## config.mk

```make
export PLATFORM = sky130hd
export DESIGN_NAME = otfr_fault_resp
export DESIGN_NICKNAME = d
export VERILOG_FILES = /design/src/logic/otfr_pkg.sv /design/src/logic/otfr_ms_timer.sv /design/src/logic/otfr_fault_resp.sv
export VERILOG_INCLUDE_DIRS = /design/src /design/src/logic
export SDC_FILE = /design/constraint.sdc
export NUM_CORES = 1
export LEC_CHECK = 0
export ABC_AREA = 0
export BUFFER_PORTS_ARGS = -buffer_cell sky130_fd_sc_hd__buf_2
export CAP_MARGIN = 0
export CORE_MARGIN = 2
export CORE_UTILIZATION = 30
export CTS_BUF_LIST = sky130_fd_sc_hd__clkbuf_8
export DETAILED_ROUTE_END_ITERATION = 10
export HOLD_SLACK_MARGIN = 0.03
export PLACE_DENSITY_LB_ADDON = 0.05
export SLEW_MARGIN = 0
export SYNTH_ARGS = -nofsm -noshare
export SYNTH_HDL_FRONTEND = slang
export SYNTH_SLANG_ARGS = --single-unit
export TNS_END_PERCENT = 20
```

## constraint.sdc

```tcl
create_clock -name mclk -period 5.06 [get_ports mclk]
set_clock_uncertainty 0.1 [all_clocks]
set_input_delay 0.253 -clock mclk [delete_from_list [all_inputs] [get_ports mclk]]
set_output_delay 0.253 -clock mclk [all_outputs]
set_load 0.03 [all_outputs]
```

## src/logic/otfr_consts.svh

```systemverilog
// Constants for the overtemperature fault response block.
// Assumes a single 125 MHz clock; times are held in milliseconds.
`ifndef OTFR_CONSTS_SVH
`define OTFR_CONSTS_SVH

// Register map and field layout
`define OTFR_ADDR_OT_ACTION 8'h50
`define OTFR_OT_ACTION_RST  8'h00
`define OTFR_RESP_HI        7
`define OTFR_RESP_LO        6
`define OTFR_RETRY_HI       5
`define OTFR_RETRY_LO       3
`define OTFR_DLY_HI         2
`define OTFR_DLY_LO         0

// Response codes and retry encoding
`define OTFR_RESP_IGNORE    2'h0
`define OTFR_RESP_HOLD      2'h1
`define OTFR_RESP_SHUT      2'h2
`define OTFR_RESP_WAITCLR   2'h3
`define OTFR_RETRY_INF      3'h7

// Timing
`define OTFR_CLK_PERIOD_NS  8
`define OTFR_MS_NS          1000000
`define OTFR_CYC_PER_MS     (`OTFR_MS_NS / `OTFR_CLK_PERIOD_NS)

// Hold delays per delay code, ms
`define OTFR_T1_MS_0        12'd10
`define OTFR_T1_MS_1        12'd20
`define OTFR_T1_MS_2        12'd40
`define OTFR_T1_MS_3        12'd80
`define OTFR_T1_MS_4        12'd160
`define OTFR_T1_MS_5        12'd320
`define OTFR_T1_MS_6        12'd640
`define OTFR_T1_MS_7        12'd1280

// Restart intervals per delay code, ms
`define OTFR_T2_MS_0        12'd252
`define OTFR_T2_MS_1        12'd558
`define OTFR_T2_MS_2        12'd924
`define OTFR_T2_MS_3        12'd1260
`define OTFR_T2_MS_4        12'd1596
`define OTFR_T2_MS_5        12'd1932
`define OTFR_T2_MS_6        12'd2268
`define OTFR_T2_MS_7        12'd2604

`endif

```

## src/logic/otfr_pkg.sv

```systemverilog
// Types for the overtemperature fault response block.
// Assumes nothing of its surroundings.
`default_nettype none

package otfr_pkg;

  typedef enum logic [2:0] {
    OTFR_RUN,
    OTFR_HOLD,
    OTFR_OFF_WAIT,
    OTFR_TRY,
    OTFR_WAIT_CLEAR,
    OTFR_LATCHED
  } otfr_state_t;

  typedef logic [11:0] otfr_ms_t;

endpackage

`default_nettype wire

```

## src/logic/otfr_ms_timer.sv

```systemverilog
// Millisecond down-timer: a start pulse loads a count of milliseconds,
// and a one-cycle expiry pulse follows once they have elapsed.
// Assumes start comes from logic on mclk.
`default_nettype none

module otfr_ms_timer #(
  parameter int CYC_PER_MS = 125000
) (
  // Clock and reset
  input  wire logic              mclk,
  input  wire logic              rst_n,
  // Control
  input  wire logic              start,
  input  wire otfr_pkg::otfr_ms_t load_ms,
  // Status
  output logic                   expired
);
  import otfr_pkg::*;

  logic [31:0] pre_q, pre_d;
  otfr_ms_t    ms_q, ms_d;
  logic        run_q, run_d;
  logic        exp_q, exp_d;

  always_comb begin
    pre_d = pre_q;
    ms_d  = ms_q;
    run_d = run_q;
    exp_d = 1'b0;
    if (start) begin
      pre_d = '0;
      ms_d  = load_ms;
      run_d = (load_ms != '0);
      exp_d = (load_ms == '0);
    end else if (run_q) begin
      if (pre_q == 32'(CYC_PER_MS - 1)) begin
        pre_d = '0;
        ms_d  = ms_q - 12'h001;
        if (ms_q == 12'h001) begin
          run_d = 1'b0;
          exp_d = 1'b1;
        end
      end else begin
        pre_d = pre_q + 32'h1;
      end
    end
  end

  always_ff @(posedge mclk or negedge rst_n) begin
    if (!rst_n) begin
      pre_q <= '0;
      ms_q  <= '0;
      run_q <= 1'b0;
      exp_q <= 1'b0;
    end else begin
      pre_q <= pre_d;
      ms_q  <= ms_d;
      run_q <= run_d;
      exp_q <= exp_d;
    end
  end

  assign expired = exp_q;

endmodule // otfr_ms_timer

`default_nettype wire

```

## src/logic/otfr_fault_resp.sv

```systemverilog
// Overtemperature fault response: holds the action register and drives
// the output enable through ignore, ride-through, shutdown-retry and
// wait-for-clear reactions.
// Assumes ot_fault comes from sensing logic on mclk and that register
// writes are single-cycle strobes on mclk.
//
// Overview of operation
// (RULE_01) Response 00: overtemperature fault is ignored
// (RULE_02) Response 01: run on for hold delay
// (RULE_03) Response 01: fault persists, start retry attempts
// (RULE_04) Response 10: shut down now, retry at interval
// (RULE_05) Response 11: output off while fault present
// (RULE_06) Response 11: auto re-enable once fault clears
// (RULE_07) Retry field counts attempts; 111 is endless
// (RULE_08) Retries exhausted: stay off until reset
// (RULE_09) Restart interval spaces consecutive attempts
// (RULE_10) Fault gone during hold: carry on normally
`default_nettype none
`include "otfr_consts.svh"

module otfr_fault_resp #(
  parameter int CYC_PER_MS = `OTFR_CYC_PER_MS
) (
  // Clock and reset
  input  wire logic       mclk,
  input  wire logic       rst_n,
  // Register port
  input  wire logic       reg_wr_en,
  input  wire logic [7:0] reg_addr,
  input  wire logic [7:0] reg_wdata,
  output logic      [7:0] reg_rdata,
  // Fault input
  input  wire logic       ot_fault,
  // Power stage control and status
  output logic            out_enable,
  output logic            restart_stb,
  output logic            fault_latched
);
  import otfr_pkg::*;

  logic [7:0]  act_q, act_d;
  logic [7:0]  rdata_q, rdata_d;
  otfr_state_t st_q, st_d;
  logic [2:0]  used_q, used_d;
  logic        oen_q, oen_d;
  logic        rst_stb_q, rst_stb_d;
  logic        tmr_start;
  otfr_ms_t    tmr_ms;
  logic        tmr_exp;

  logic [1:0]  resp;
  logic [2:0]  retry_lim;
  logic [2:0]  dly_code;
  otfr_ms_t    hold_ms;
  otfr_ms_t    gap_ms;

  assign resp      = act_q[`OTFR_RESP_HI:`OTFR_RESP_LO];
  assign retry_lim = act_q[`OTFR_RETRY_HI:`OTFR_RETRY_LO];
  assign dly_code  = act_q[`OTFR_DLY_HI:`OTFR_DLY_LO];

  // Delay code lookup for both timing columns
  always_comb begin
    unique case (dly_code)
      3'h0: begin hold_ms = `OTFR_T1_MS_0; gap_ms = `OTFR_T2_MS_0; end
      3'h1: begin hold_ms = `OTFR_T1_MS_1; gap_ms = `OTFR_T2_MS_1; end
      3'h2: begin hold_ms = `OTFR_T1_MS_2; gap_ms = `OTFR_T2_MS_2; end
      3'h3: begin hold_ms = `OTFR_T1_MS_3; gap_ms = `OTFR_T2_MS_3; end
      3'h4: begin hold_ms = `OTFR_T1_MS_4; gap_ms = `OTFR_T2_MS_4; end
      3'h5: begin hold_ms = `OTFR_T1_MS_5; gap_ms = `OTFR_T2_MS_5; end
      3'h6: begin hold_ms = `OTFR_T1_MS_6; gap_ms = `OTFR_T2_MS_6; end
      3'h7: begin hold_ms = `OTFR_T1_MS_7; gap_ms = `OTFR_T2_MS_7; end
    endcase
  end

  // Register port
  always_comb begin
    act_d = act_q;
    if (reg_wr_en && reg_addr == `OTFR_ADDR_OT_ACTION) begin
      act_d = reg_wdata;
    end
    rdata_d = (reg_addr == `OTFR_ADDR_OT_ACTION) ? act_q : 8'h00;
  end

  always_ff @(posedge mclk or negedge rst_n) begin
    if (!rst_n) begin
      act_q   <= `OTFR_OT_ACTION_RST;
      rdata_q <= 8'h00;
    end else begin
      act_q   <= act_d;
      rdata_q <= rdata_d;
    end
  end

  // Fault reaction sequencer
  always_comb begin
    st_d      = st_q;
    used_d    = used_q;
    oen_d     = oen_q;
    rst_stb_d = 1'b0;
    tmr_start = 1'b0;
    tmr_ms    = gap_ms;
    unique case (st_q)
      OTFR_RUN: begin
        oen_d  = 1'b1;
        used_d = 3'h0;
        if (ot_fault) begin
          unique case (resp)
            `OTFR_RESP_IGNORE: st_d = OTFR_RUN; // see RULE_01
            `OTFR_RESP_HOLD: begin
              st_d      = OTFR_HOLD; // see RULE_02
              tmr_start = 1'b1;
              tmr_ms    = hold_ms;
            end
            `OTFR_RESP_SHUT: begin
              oen_d = 1'b0; // see RULE_04
              if (retry_lim == 3'h0) begin
                st_d = OTFR_LATCHED; // see RULE_08
              end else begin
                st_d      = OTFR_OFF_WAIT;
                tmr_start = 1'b1;
              end
            end
            `OTFR_RESP_WAITCLR: begin
              oen_d = 1'b0; // see RULE_05
              st_d  = OTFR_WAIT_CLEAR;
            end
          endcase
        end
      end
      OTFR_HOLD: begin
        if (!ot_fault) begin
          st_d = OTFR_RUN; // see RULE_10
        end else if (tmr_exp) begin
          oen_d = 1'b0; // see RULE_03
          if (retry_lim == 3'h0) begin
            st_d = OTFR_LATCHED; // see RULE_08
          end else begin
            st_d      = OTFR_OFF_WAIT;
            tmr_start = 1'b1;
          end
        end
      end
      OTFR_OFF_WAIT: begin
        if (tmr_exp) begin
          // Attempt: re-enable and count it unless retries are endless
          st_d      = OTFR_TRY; // see RULE_09
          oen_d     = 1'b1;
          rst_stb_d = 1'b1;
          if (retry_lim != `OTFR_RETRY_INF) begin
            used_d = used_q + 3'h1; // see RULE_07
          end
        end
      end
      OTFR_TRY: begin
        if (!ot_fault) begin
          st_d = OTFR_RUN;
        end else begin
          oen_d = 1'b0;
          if (retry_lim == `OTFR_RETRY_INF || used_q < retry_lim) begin
            st_d      = OTFR_OFF_WAIT; // see RULE_07
            tmr_start = 1'b1;
          end else begin
            st_d = OTFR_LATCHED; // see RULE_08
          end
        end
      end
      OTFR_WAIT_CLEAR: begin
        oen_d = 1'b0;
        if (!ot_fault) begin
          st_d  = OTFR_RUN; // see RULE_06
          oen_d = 1'b1;
        end
      end
      OTFR_LATCHED: begin
        oen_d = 1'b0; // see RULE_08
      end
      default: begin
        st_d  = OTFR_LATCHED;
        oen_d = 1'b0;
      end
    endcase
  end

  always_ff @(posedge mclk or negedge rst_n) begin
    if (!rst_n) begin
      st_q      <= OTFR_RUN;
      used_q    <= 3'h0;
      oen_q     <= 1'b1;
      rst_stb_q <= 1'b0;
    end else begin
      st_q      <= st_d;
      used_q    <= used_d;
      oen_q     <= oen_d;
      rst_stb_q <= rst_stb_d;
    end
  end

  logic latched_q;

  always_ff @(posedge mclk or negedge rst_n) begin
    if (!rst_n) begin
      latched_q <= 1'b0;
    end else begin
      latched_q <= (st_d == OTFR_LATCHED);
    end
  end

  otfr_ms_timer #(
    .CYC_PER_MS (CYC_PER_MS)
  ) u_timer (
    .mclk    (mclk),
    .rst_n   (rst_n),
    .start   (tmr_start),
    .load_ms (tmr_ms),
    .expired (tmr_exp)
  );

  assign reg_rdata     = rdata_q;
  assign out_enable    = oen_q;
  assign restart_stb   = rst_stb_q;
  assign fault_latched = latched_q;

endmodule // otfr_fault_resp

`default_nettype wire

```

After elaboration in Yosys (flattened, before gate mapping):

Memories as Yosys holds them, arrays and structs flattened.
Cells that the tools add are included.

* flip-flop bits (word level): 71
* ROM bits: 152
* input bits: 20
* word-level logic and storage cells: 98
* memories kept: 1

* add/sub/neg operators: 3
* magnitude comparators: 1
* eq/ne operators: 19
* mux-type cells: 49
* reduce and logical (&&, ||, !) cells: 14

Memory list
* (no name shown): words 8, width 19, read ports 1, clocked after Yosys merged registers in 0, write ports 0, RTL line otfr_fault_resp.sv:63 `unique case (dly_code)`

Operators with widths (count)
* $mux 32: 3
* $mux 12: 6
* $add 32x1->32 const B: 1
* $eq 32x17->1 const B: 1
* $mux 3: 10
* $mux 1: 23
* $pmux 3 s6: 1
* $eq 12x1->1 const B: 1
* $eq 3x3->1 const B: 4
* $logic_not 12->1: 1
* $pmux 3 s4: 1
* $reduce_bool 12->1: 1
* $sub 12x1->12 const B: 1
* $eq 8x7->1 const B: 1
* $mux 8: 1
* $eq 3x2->1 const B: 2
* $logic_not 3->1: 2
* $ne 2x2->1 const B: 3
* $pmux 3 s2: 1
* $reduce_bool 2->1: 3
* $pmux 1 s5: 1
* $eq 2x2->1 const B: 2
* $ne 2x1->1 const B: 2
* $reduce_and 4->1: 1
* 13 further kinds: 13

Depth between registers and ports, before layout:

Gate-level depths: netlist of the first run.

* depth in word-level cells: 7
* gate-level depth with buffers: 8

By module:

Synthesis of the first run repeated with hierarchy kept, for this count alone.

* cell total of the unflattened synthesis: 473
* area, all modules: 4360.4 µm²

Modules (own cells, without submodules)
* otfr_ms_timer: instances 1, cells an instance 303, area an instance 2697.6 µm²
* otfr_fault_resp: instances 1, cells an instance 170, area an instance 1662.8 µm²

Least setup slack after synthesis of the first run:

No wires, ideal clock.

* kind: register -> register
* start: register u_timer.pre_q[24]
* end: register u_timer.ms_q[10]
* arrival time: 2.123 ns
* slack: 2.755 ns
* stages on the path, launching flop included: 6
* clock period less this slack: 2.305 ns
* cells stage by stage: dfrtp_1 -> or4_4 -> nand4bb_4 -> or3_4 -> or4_1 -> a31oi_1

* longest elaborated chain between the ends: 3

Ends and longest elaborated chain
* from (decl): RTL line otfr_ms_timer.sv:20 `logic [31:0] pre_q, pre_d;`
* from (signal assigned): RTL line otfr_ms_timer.sv:56 `pre_q <= pre_d;`
* $eq 32x17->1: RTL line otfr_ms_timer.sv:36 `if (pre_q == 32'(CYC_PER_MS - 1)) begin`
* $reduce_bool 2->1 (no line)
* $reduce_and 2->1 (no line)
* to (signal assigned): RTL line otfr_ms_timer.sv:57 `ms_q <= ms_d;`
* to (decl): RTL line otfr_ms_timer.sv:21 `otfr_ms_t ms_q, ms_d;`

No other way between the ends.
A chain may end at the register's enable or synchronous reset.

Worst setup path in the final report of the first run:

* start: register st_q[0]
* end: register u_timer.ms_q[1]

* longest elaborated chain between the ends: 4
* elaborated cells on any way between the ends: 9
* those cells by class: 2 x eq/ne; 3 x mux; 4 x reduce/logical

Ends and longest elaborated chain
* from (decl): RTL line otfr_fault_resp.sv:43 `otfr_state_t st_q, st_d;`
* from (signal assigned): RTL line otfr_fault_resp.sv:191 `st_q <= st_d;`
* $eq 3x2->1 (tied with other cells): RTL line otfr_fault_resp.sv:102 `unique case (st_q)`
* $pmux 1 s3: RTL line otfr_fault_resp.sv:102
* $reduce_bool 2->1 (no line)
* $reduce_and 2->1 (no line)

Several ways; a longest one is shown, not always the timed one.

==> flow_summary.ini, run 1 <==
[outcome]
outcome = complete, no violations

[cts]
numCtsBuffers = 9
h-tree-depth = 3
clkTransAtPathRegs_ps = 80
postCtsResizedCells = 0
clockRootBuffer = clkbuf_8
clk_latency_ps = 370
clock_path_buffers = 2
clkSinkCount = 71
tritoncts = yes

[yosys]
ys_ff_latch = 71
synth_cells = 480
synth.distinct_cells = 57
syn_nets = 516
yosys_warnings = 0
synthesis.area_um2 = 4350
synth_edf_count = 0
synth_flop_cell = dfrtp_1
yosysSeqAreaShare_pct = 40.9
async_reset_ff_share_pct = 100
syn_avg_cell_area_um2 = 9.06

[pwr]
intPower_mw = 1.08
combPwrFrac_pct = 19.3
power_leakage_nw = 1.99
power_mw = 1.62
switchingPower_mw = 0.544
ir_drop_mv = 0.128
switching_share_pct = 33.6
p_seq_share_pct = 50.1
pwr-share-clk_pct = 30.5
power_density_nw_per_um2 = 329

[timing]
fin_tns_setup_ps = 0
period_share_pct = 66.8
worst_pin_slew_ps = 960
period_needed_ps = 3380
finalSetupViolCount = 0
rsz0062_at_grt = no
fin_ws_ps = 1680
maxSlewViolCount = 0
max_slew_margin_pct = 36.0
hold_viol = 0
fmax_mhz = 296

[final_layout]
area_growth_pct = 13.2
most-common-layout-cells = 70 x dfrtp_1, 40 x nand2_1, 34 x a21oi_1
diodes = 0
final_util_pct = 34.3
fillCellCount = 1491
mostFrequentLayoutCell = dfrtp_1
final_nets = 538
drive_above_1_share_pct = 13.8

[setup_path]
crit_fanout = 19
cp_num_buf_inv = 1
worst_path_largest_cell_delay_ps = 570
cp_top_family = simple AND/OR/NAND/NOR gates
slowest_stage = nand2_1
critPathKind = flip-flop to flip-flop
start_kind = flip-flop
cp-end-kind = flip-flop
cp_cell_sequence = or2_2 -> nor2_1 -> a22oi_1 -> nand2_1 -> buf_4 -> mux2_2
required_ps = 5220
cp.arrival_ps = 3540

[place]
hpwl_um = 8430
gp_congestion = 0.859
place_ws_ps = 1680
port_buffers = 30

[floorplanning]
rows = 44
die_w_um = 124
ioPinCount = 31
coreArea_um2 = 14400
initial_core_util_pct = 30.3
die_h_um = 124
design.die.area_um2 = 15500

[drt]
drc_errors = 0
vias_per_cell = 5.47
routed_wl_um = 12000
final_antenna_net_count = 0
vias = 3781
dr.first_iter.drc_count = 231
firstDrtPassIters = 7
wl_per_cell_um = 17.4

[global_route]
grt_pass1_vias = 3765
grt-ovfl-total = 0
gr-usage-all-layers_pct = 16.2
grt_pass1_wl_um = 20200
grt_max_degree = 72
antenna_found_initial = 0

[job]
cap_violations = 0

[min_path]
hold_path_class = input port to flip-flop
## routing by layer
metal  vias to the layer above  global-route usage (%)  routed length [µm]
met2                        63                    25.3                5480
met4                         0                    6.41                 229
li1                       1843                       -                   -
met5                         -                       0                   0
met3                        15                    2.62                 370
met1                      1860                    22.5                5920
## stage by stage
stage / std cells / hold slack (ps) / cell area, µm²
after floorplan: 480 / -143 / 4350
after global placement: 666 / 371 / 4630
after detailed placement: 666 / 381 / 4630
after CTS: 691 / 126 / 4920
after global routing: 691 / 162 / 4920
final: 691 / 145 / 4920
## path summary, 6_finish.rpt
check	startpoint	end	slack, ps	cells past startpoint
max in group asynchronous	rst_n	act_q[4]	3760	2
worst max-delay path	st_q[0]	u_timer.ms_q[1]	1680	6
min in group asynchronous	rst_n	used_q[2]	470	2
worst min register to register	out_enable	out_enable	390	2
worst max register to register	st_q[0]	u_timer.ms_q[1]	1680	6
worst min-delay path	ot_fault	st_q[2]	140	2
## sequential cells by signal (all words and copies together), names as in the netlist
register / flops
st_q: 3
u_timer.expired: 1
act_q: 8
fault_latched: 1
restart_stb: 1
out_enable: 1
reg_rdata: 8
u_timer.ms_q: 12
u_timer.pre_q: 32
used_q: 3
u_timer.run_q: 1
## cell usage after synthesis, drive strengths merged (5+ instances only)
cell type   n  area [µm²]
nor4       13        93.8
dfrtp      70        1750
mux2       12         135
nor4b       5        43.8
nand3      19        95.1
a31oi       9        56.3
a221oi      6        52.6
and2        6        37.5
xnor2       6        52.6
ha         16         200
nor2       26        97.6
xor2        8        70.1
nor3       23         115
a21oi      34         170
inv        13        48.8
nand2      40         150
o21ai      27         135
or4         9        71.3
or3        13        86.3
nand3b      5        37.5
nand2b      5        31.3
clkbuf     27         101
nand4      15        93.8
mux2i       7        70.1
and4        8        70.1
and3       13        82.6
## logic make-up (layout without fill, tap and decap cells)
| kind of cell | after synthesis | in the layout | share of synthesized area, % |
|---|---|---|---|
| AOI/OAI and AO/OA | 101 | 101 | 14.4 |
| DFF | 71 | 71 | 40.9 |
| adders and majority gates | 16 | 16 | 4.60 |
| and+or+nand+nor | 217 | 217 | 28.9 |
| xor gates and xnor gates | 14 | 14 | 2.82 |
| muxes | 19 | 19 | 4.72 |
| buffers and inverters | 42 | 69 | 3.68 |
## power groups by stage
stage                     Clock [mW]  Sequential (mW)  Combinational [mW]
after detailed placement           0            0.820               0.312
after floorplan                    0            0.761               0.257
final                          0.495            0.812               0.313
after global placement             0            0.820               0.307
after CTS                      0.516            0.810               0.318
after global routing           0.540            0.831               0.357
## timing repair
item                       4_1_cts  5_1_grt
setup endpoints to repair        0        0
hold endpoints to repair        78        0
setup buffers                    0        0
hold buffers                     9        0
## final cells by class
type                            instances  area (µm²)  share of cell area (%)
Multi-Input combinational cell        367        2410                    49.0
Clock inverter                          7        81.3                    1.65
Clock buffer                            9         124                    2.52
Sequential cell                        71        1780                    36.1
Timing Repair Buffer                   40         250                    5.08
Tap cell                              184         230                    4.67
Inverter                               13        48.8                   0.991
No activity file was read; power rests on OpenSTA's default activity.
==> run 2, diff against run 1 <==
- clock period: 5.06 -> 3 ns (I/O delays scaled with it)
==> run 2 against run 1 <==
Setup slack got worse by 1200 ps; critical path depth decreased by 1; flip-flop and latch count unchanged; cell count increased by 1.9%; total power increased by 73%; sequential share of layout area decreased by 0.82 points; worst hold slack got worse by 51 ps; critical endpoint is now u_timer.ms_q[10]; non-clock buffer count increased by 13; wire length increased by 1.2%; via count unchanged; largest power group unchanged.
==> flow_summary.ini, run 2 (synthesized netlist as in run 1, its figures left out) <==
[final_layout]
drive_above_1_share_pct = 16.5
reg_top3 = u_timer.pre_q (32), u_timer.ms_q (12)
mostFrequentLayoutCell = dfrtp_1
register_area_um2 = 1780
multi_input_area_um2 = 2410
most-common-layout-cells = 70 x dfrtp_1, 40 x nand2_1, 34 x a21oi_1
diodes = 0
final_util_pct = 35.1
largest_reg_flops = 32
area_growth_pct = 15.8
fillCellCount = 1510
max_flop_register = u_timer.pre_q
final_nets = 551

[cts]
clk_latency_ps = 370
numCtsBuffers = 9
postCtsResizedCells = 0
clock_path_buffers = 2
clkTransAtPathRegs_ps = 90
tritoncts = yes
clockRootBuffer = clkbuf_8
h-tree-depth = 3
clkSinkCount = 71

[floorplanning]
die_h_um = 124
design.die.area_um2 = 15500
rows = 44
ioPinCount = 31
die_w_um = 124
coreArea_um2 = 14400
initial_core_util_pct = 30.3

[setup_path]
critPathKind = flip-flop to flip-flop
cp-end-kind = flip-flop
cp_cell_sequence = or4_4 -> nand4bb_4 -> or3_4 -> or4_1 -> a31oi_1
slowest_stage = or4_4
crit_fanout = 6
worst_path_largest_cell_delay_ps = 570
cp_top_family = simple AND/OR/NAND/NOR gates
required_ps = 3190
start_kind = flip-flop
cp.arrival_ps = 2680
cp_num_buf_inv = 0

[timing]
fin_ws_ps = 512
hold_viol = 0
max_slew_margin_pct = 36.8
fin_tns_setup_ps = 0
fmax_mhz = 402
period_share_pct = 82.9
rsz0062_at_grt = no
period_needed_ps = 2490
finalSetupViolCount = 0
fin_hold_ws_ps = 93.8
maxSlewViolCount = 0
worst_pin_slew_ps = 948

[drt]
wl_per_cell_um = 17.3
drc_errors = 0
firstDrtPassIters = 4
routed_wl_um = 12100
final_antenna_net_count = 0
dr.first_iter.drc_count = 194
vias = 3781
vias_per_cell = 5.37

[place]
place_ws_ps = 531
hpwl_um = 8580
port_buffers = 30
gp_congestion = 0.789

[global_route]
grt-ovfl-total = 0
grt_pass1_wl_um = 19900
gr-usage-all-layers_pct = 16.1
grt_pass1_vias = 3660
antenna_found_initial = 0
grt_max_degree = 72

[pwr]
power_mw = 2.80
power_leakage_nw = 2.04
power_density_nw_per_um2 = 557
ir_drop_mv = 0.186

[outcome]
outcome = complete, no violations

[job]
cap_violations = 0

[min_path]
hold_path_class = input port to flip-flop
[run 2: cell count changes in the layout (fill, tap and decap cells not counted), sizes merged]
| cell | delta |
|---|---|
| buf | +13 |
| clkinv | +1 |
| clkinvlp | +2 |
| inv | -3 |
[run 2: worst register-to-register path, stage by stage (launching register included)]
cell,delay (ps)
dfrtp_1,450
or4_4,570
nand4bb_4,270
or3_4,430
or4_1,410
a31oi_1,180
[run 2: layout make-up]
cell class | count | area share, %
clock buffers | 9 | 2.46
clock inverters | 7 | 1.94
inverters | 13 | 0.968
multi-input cells | 367 | 47.9
flip-flops and latches | 71 | 35.3
well taps | 184 | 4.57
repair buffers | 53 | 6.90
[run 2: routing by layer]
metal / vias up / global-route usage, % / wire length, µm
met5: - / 0 / 0
met4: 0 / 5.49 / 175
met3: 15 / 2.32 / 325
met2: 56 / 23.5 / 5240
met1: 1848 / 24.2 / 6400
li1: 1862 / - / -
[run 2: through the flow]
stage,std cells,instance area (µm²)
finish,704,5040
global route,704,5040
CTS,704,5040
detailed placement,679,4730
global placement,679,4730
floorplan,480,4350
[run 2: what timing repair did]
action,in CTS,in global routing
endpoints found under the hold margin,78,0
hold buffers,9,0
setup buffers,0,0
[run 2: where the power goes]
group          switching, mW  internal (mW)
clock network          0.404          0.469
registers              0.220           1.11
logic                  0.334          0.271
[run 2: worst paths after layout]
check,cells after the start,from,end,slack (ps)
worst max-delay path,5,u_timer.pre_q[24],u_timer.ms_q[10],510
worst min-delay path,2,ot_fault,st_q[2],90
worst max register to register,5,u_timer.pre_q[24],u_timer.ms_q[10],510
worst min register to register,2,out_enable,out_enable,380
max in group asynchronous,2,rst_n,u_timer.pre_q[12],1810
min in group asynchronous,2,rst_n,act_q[5],390
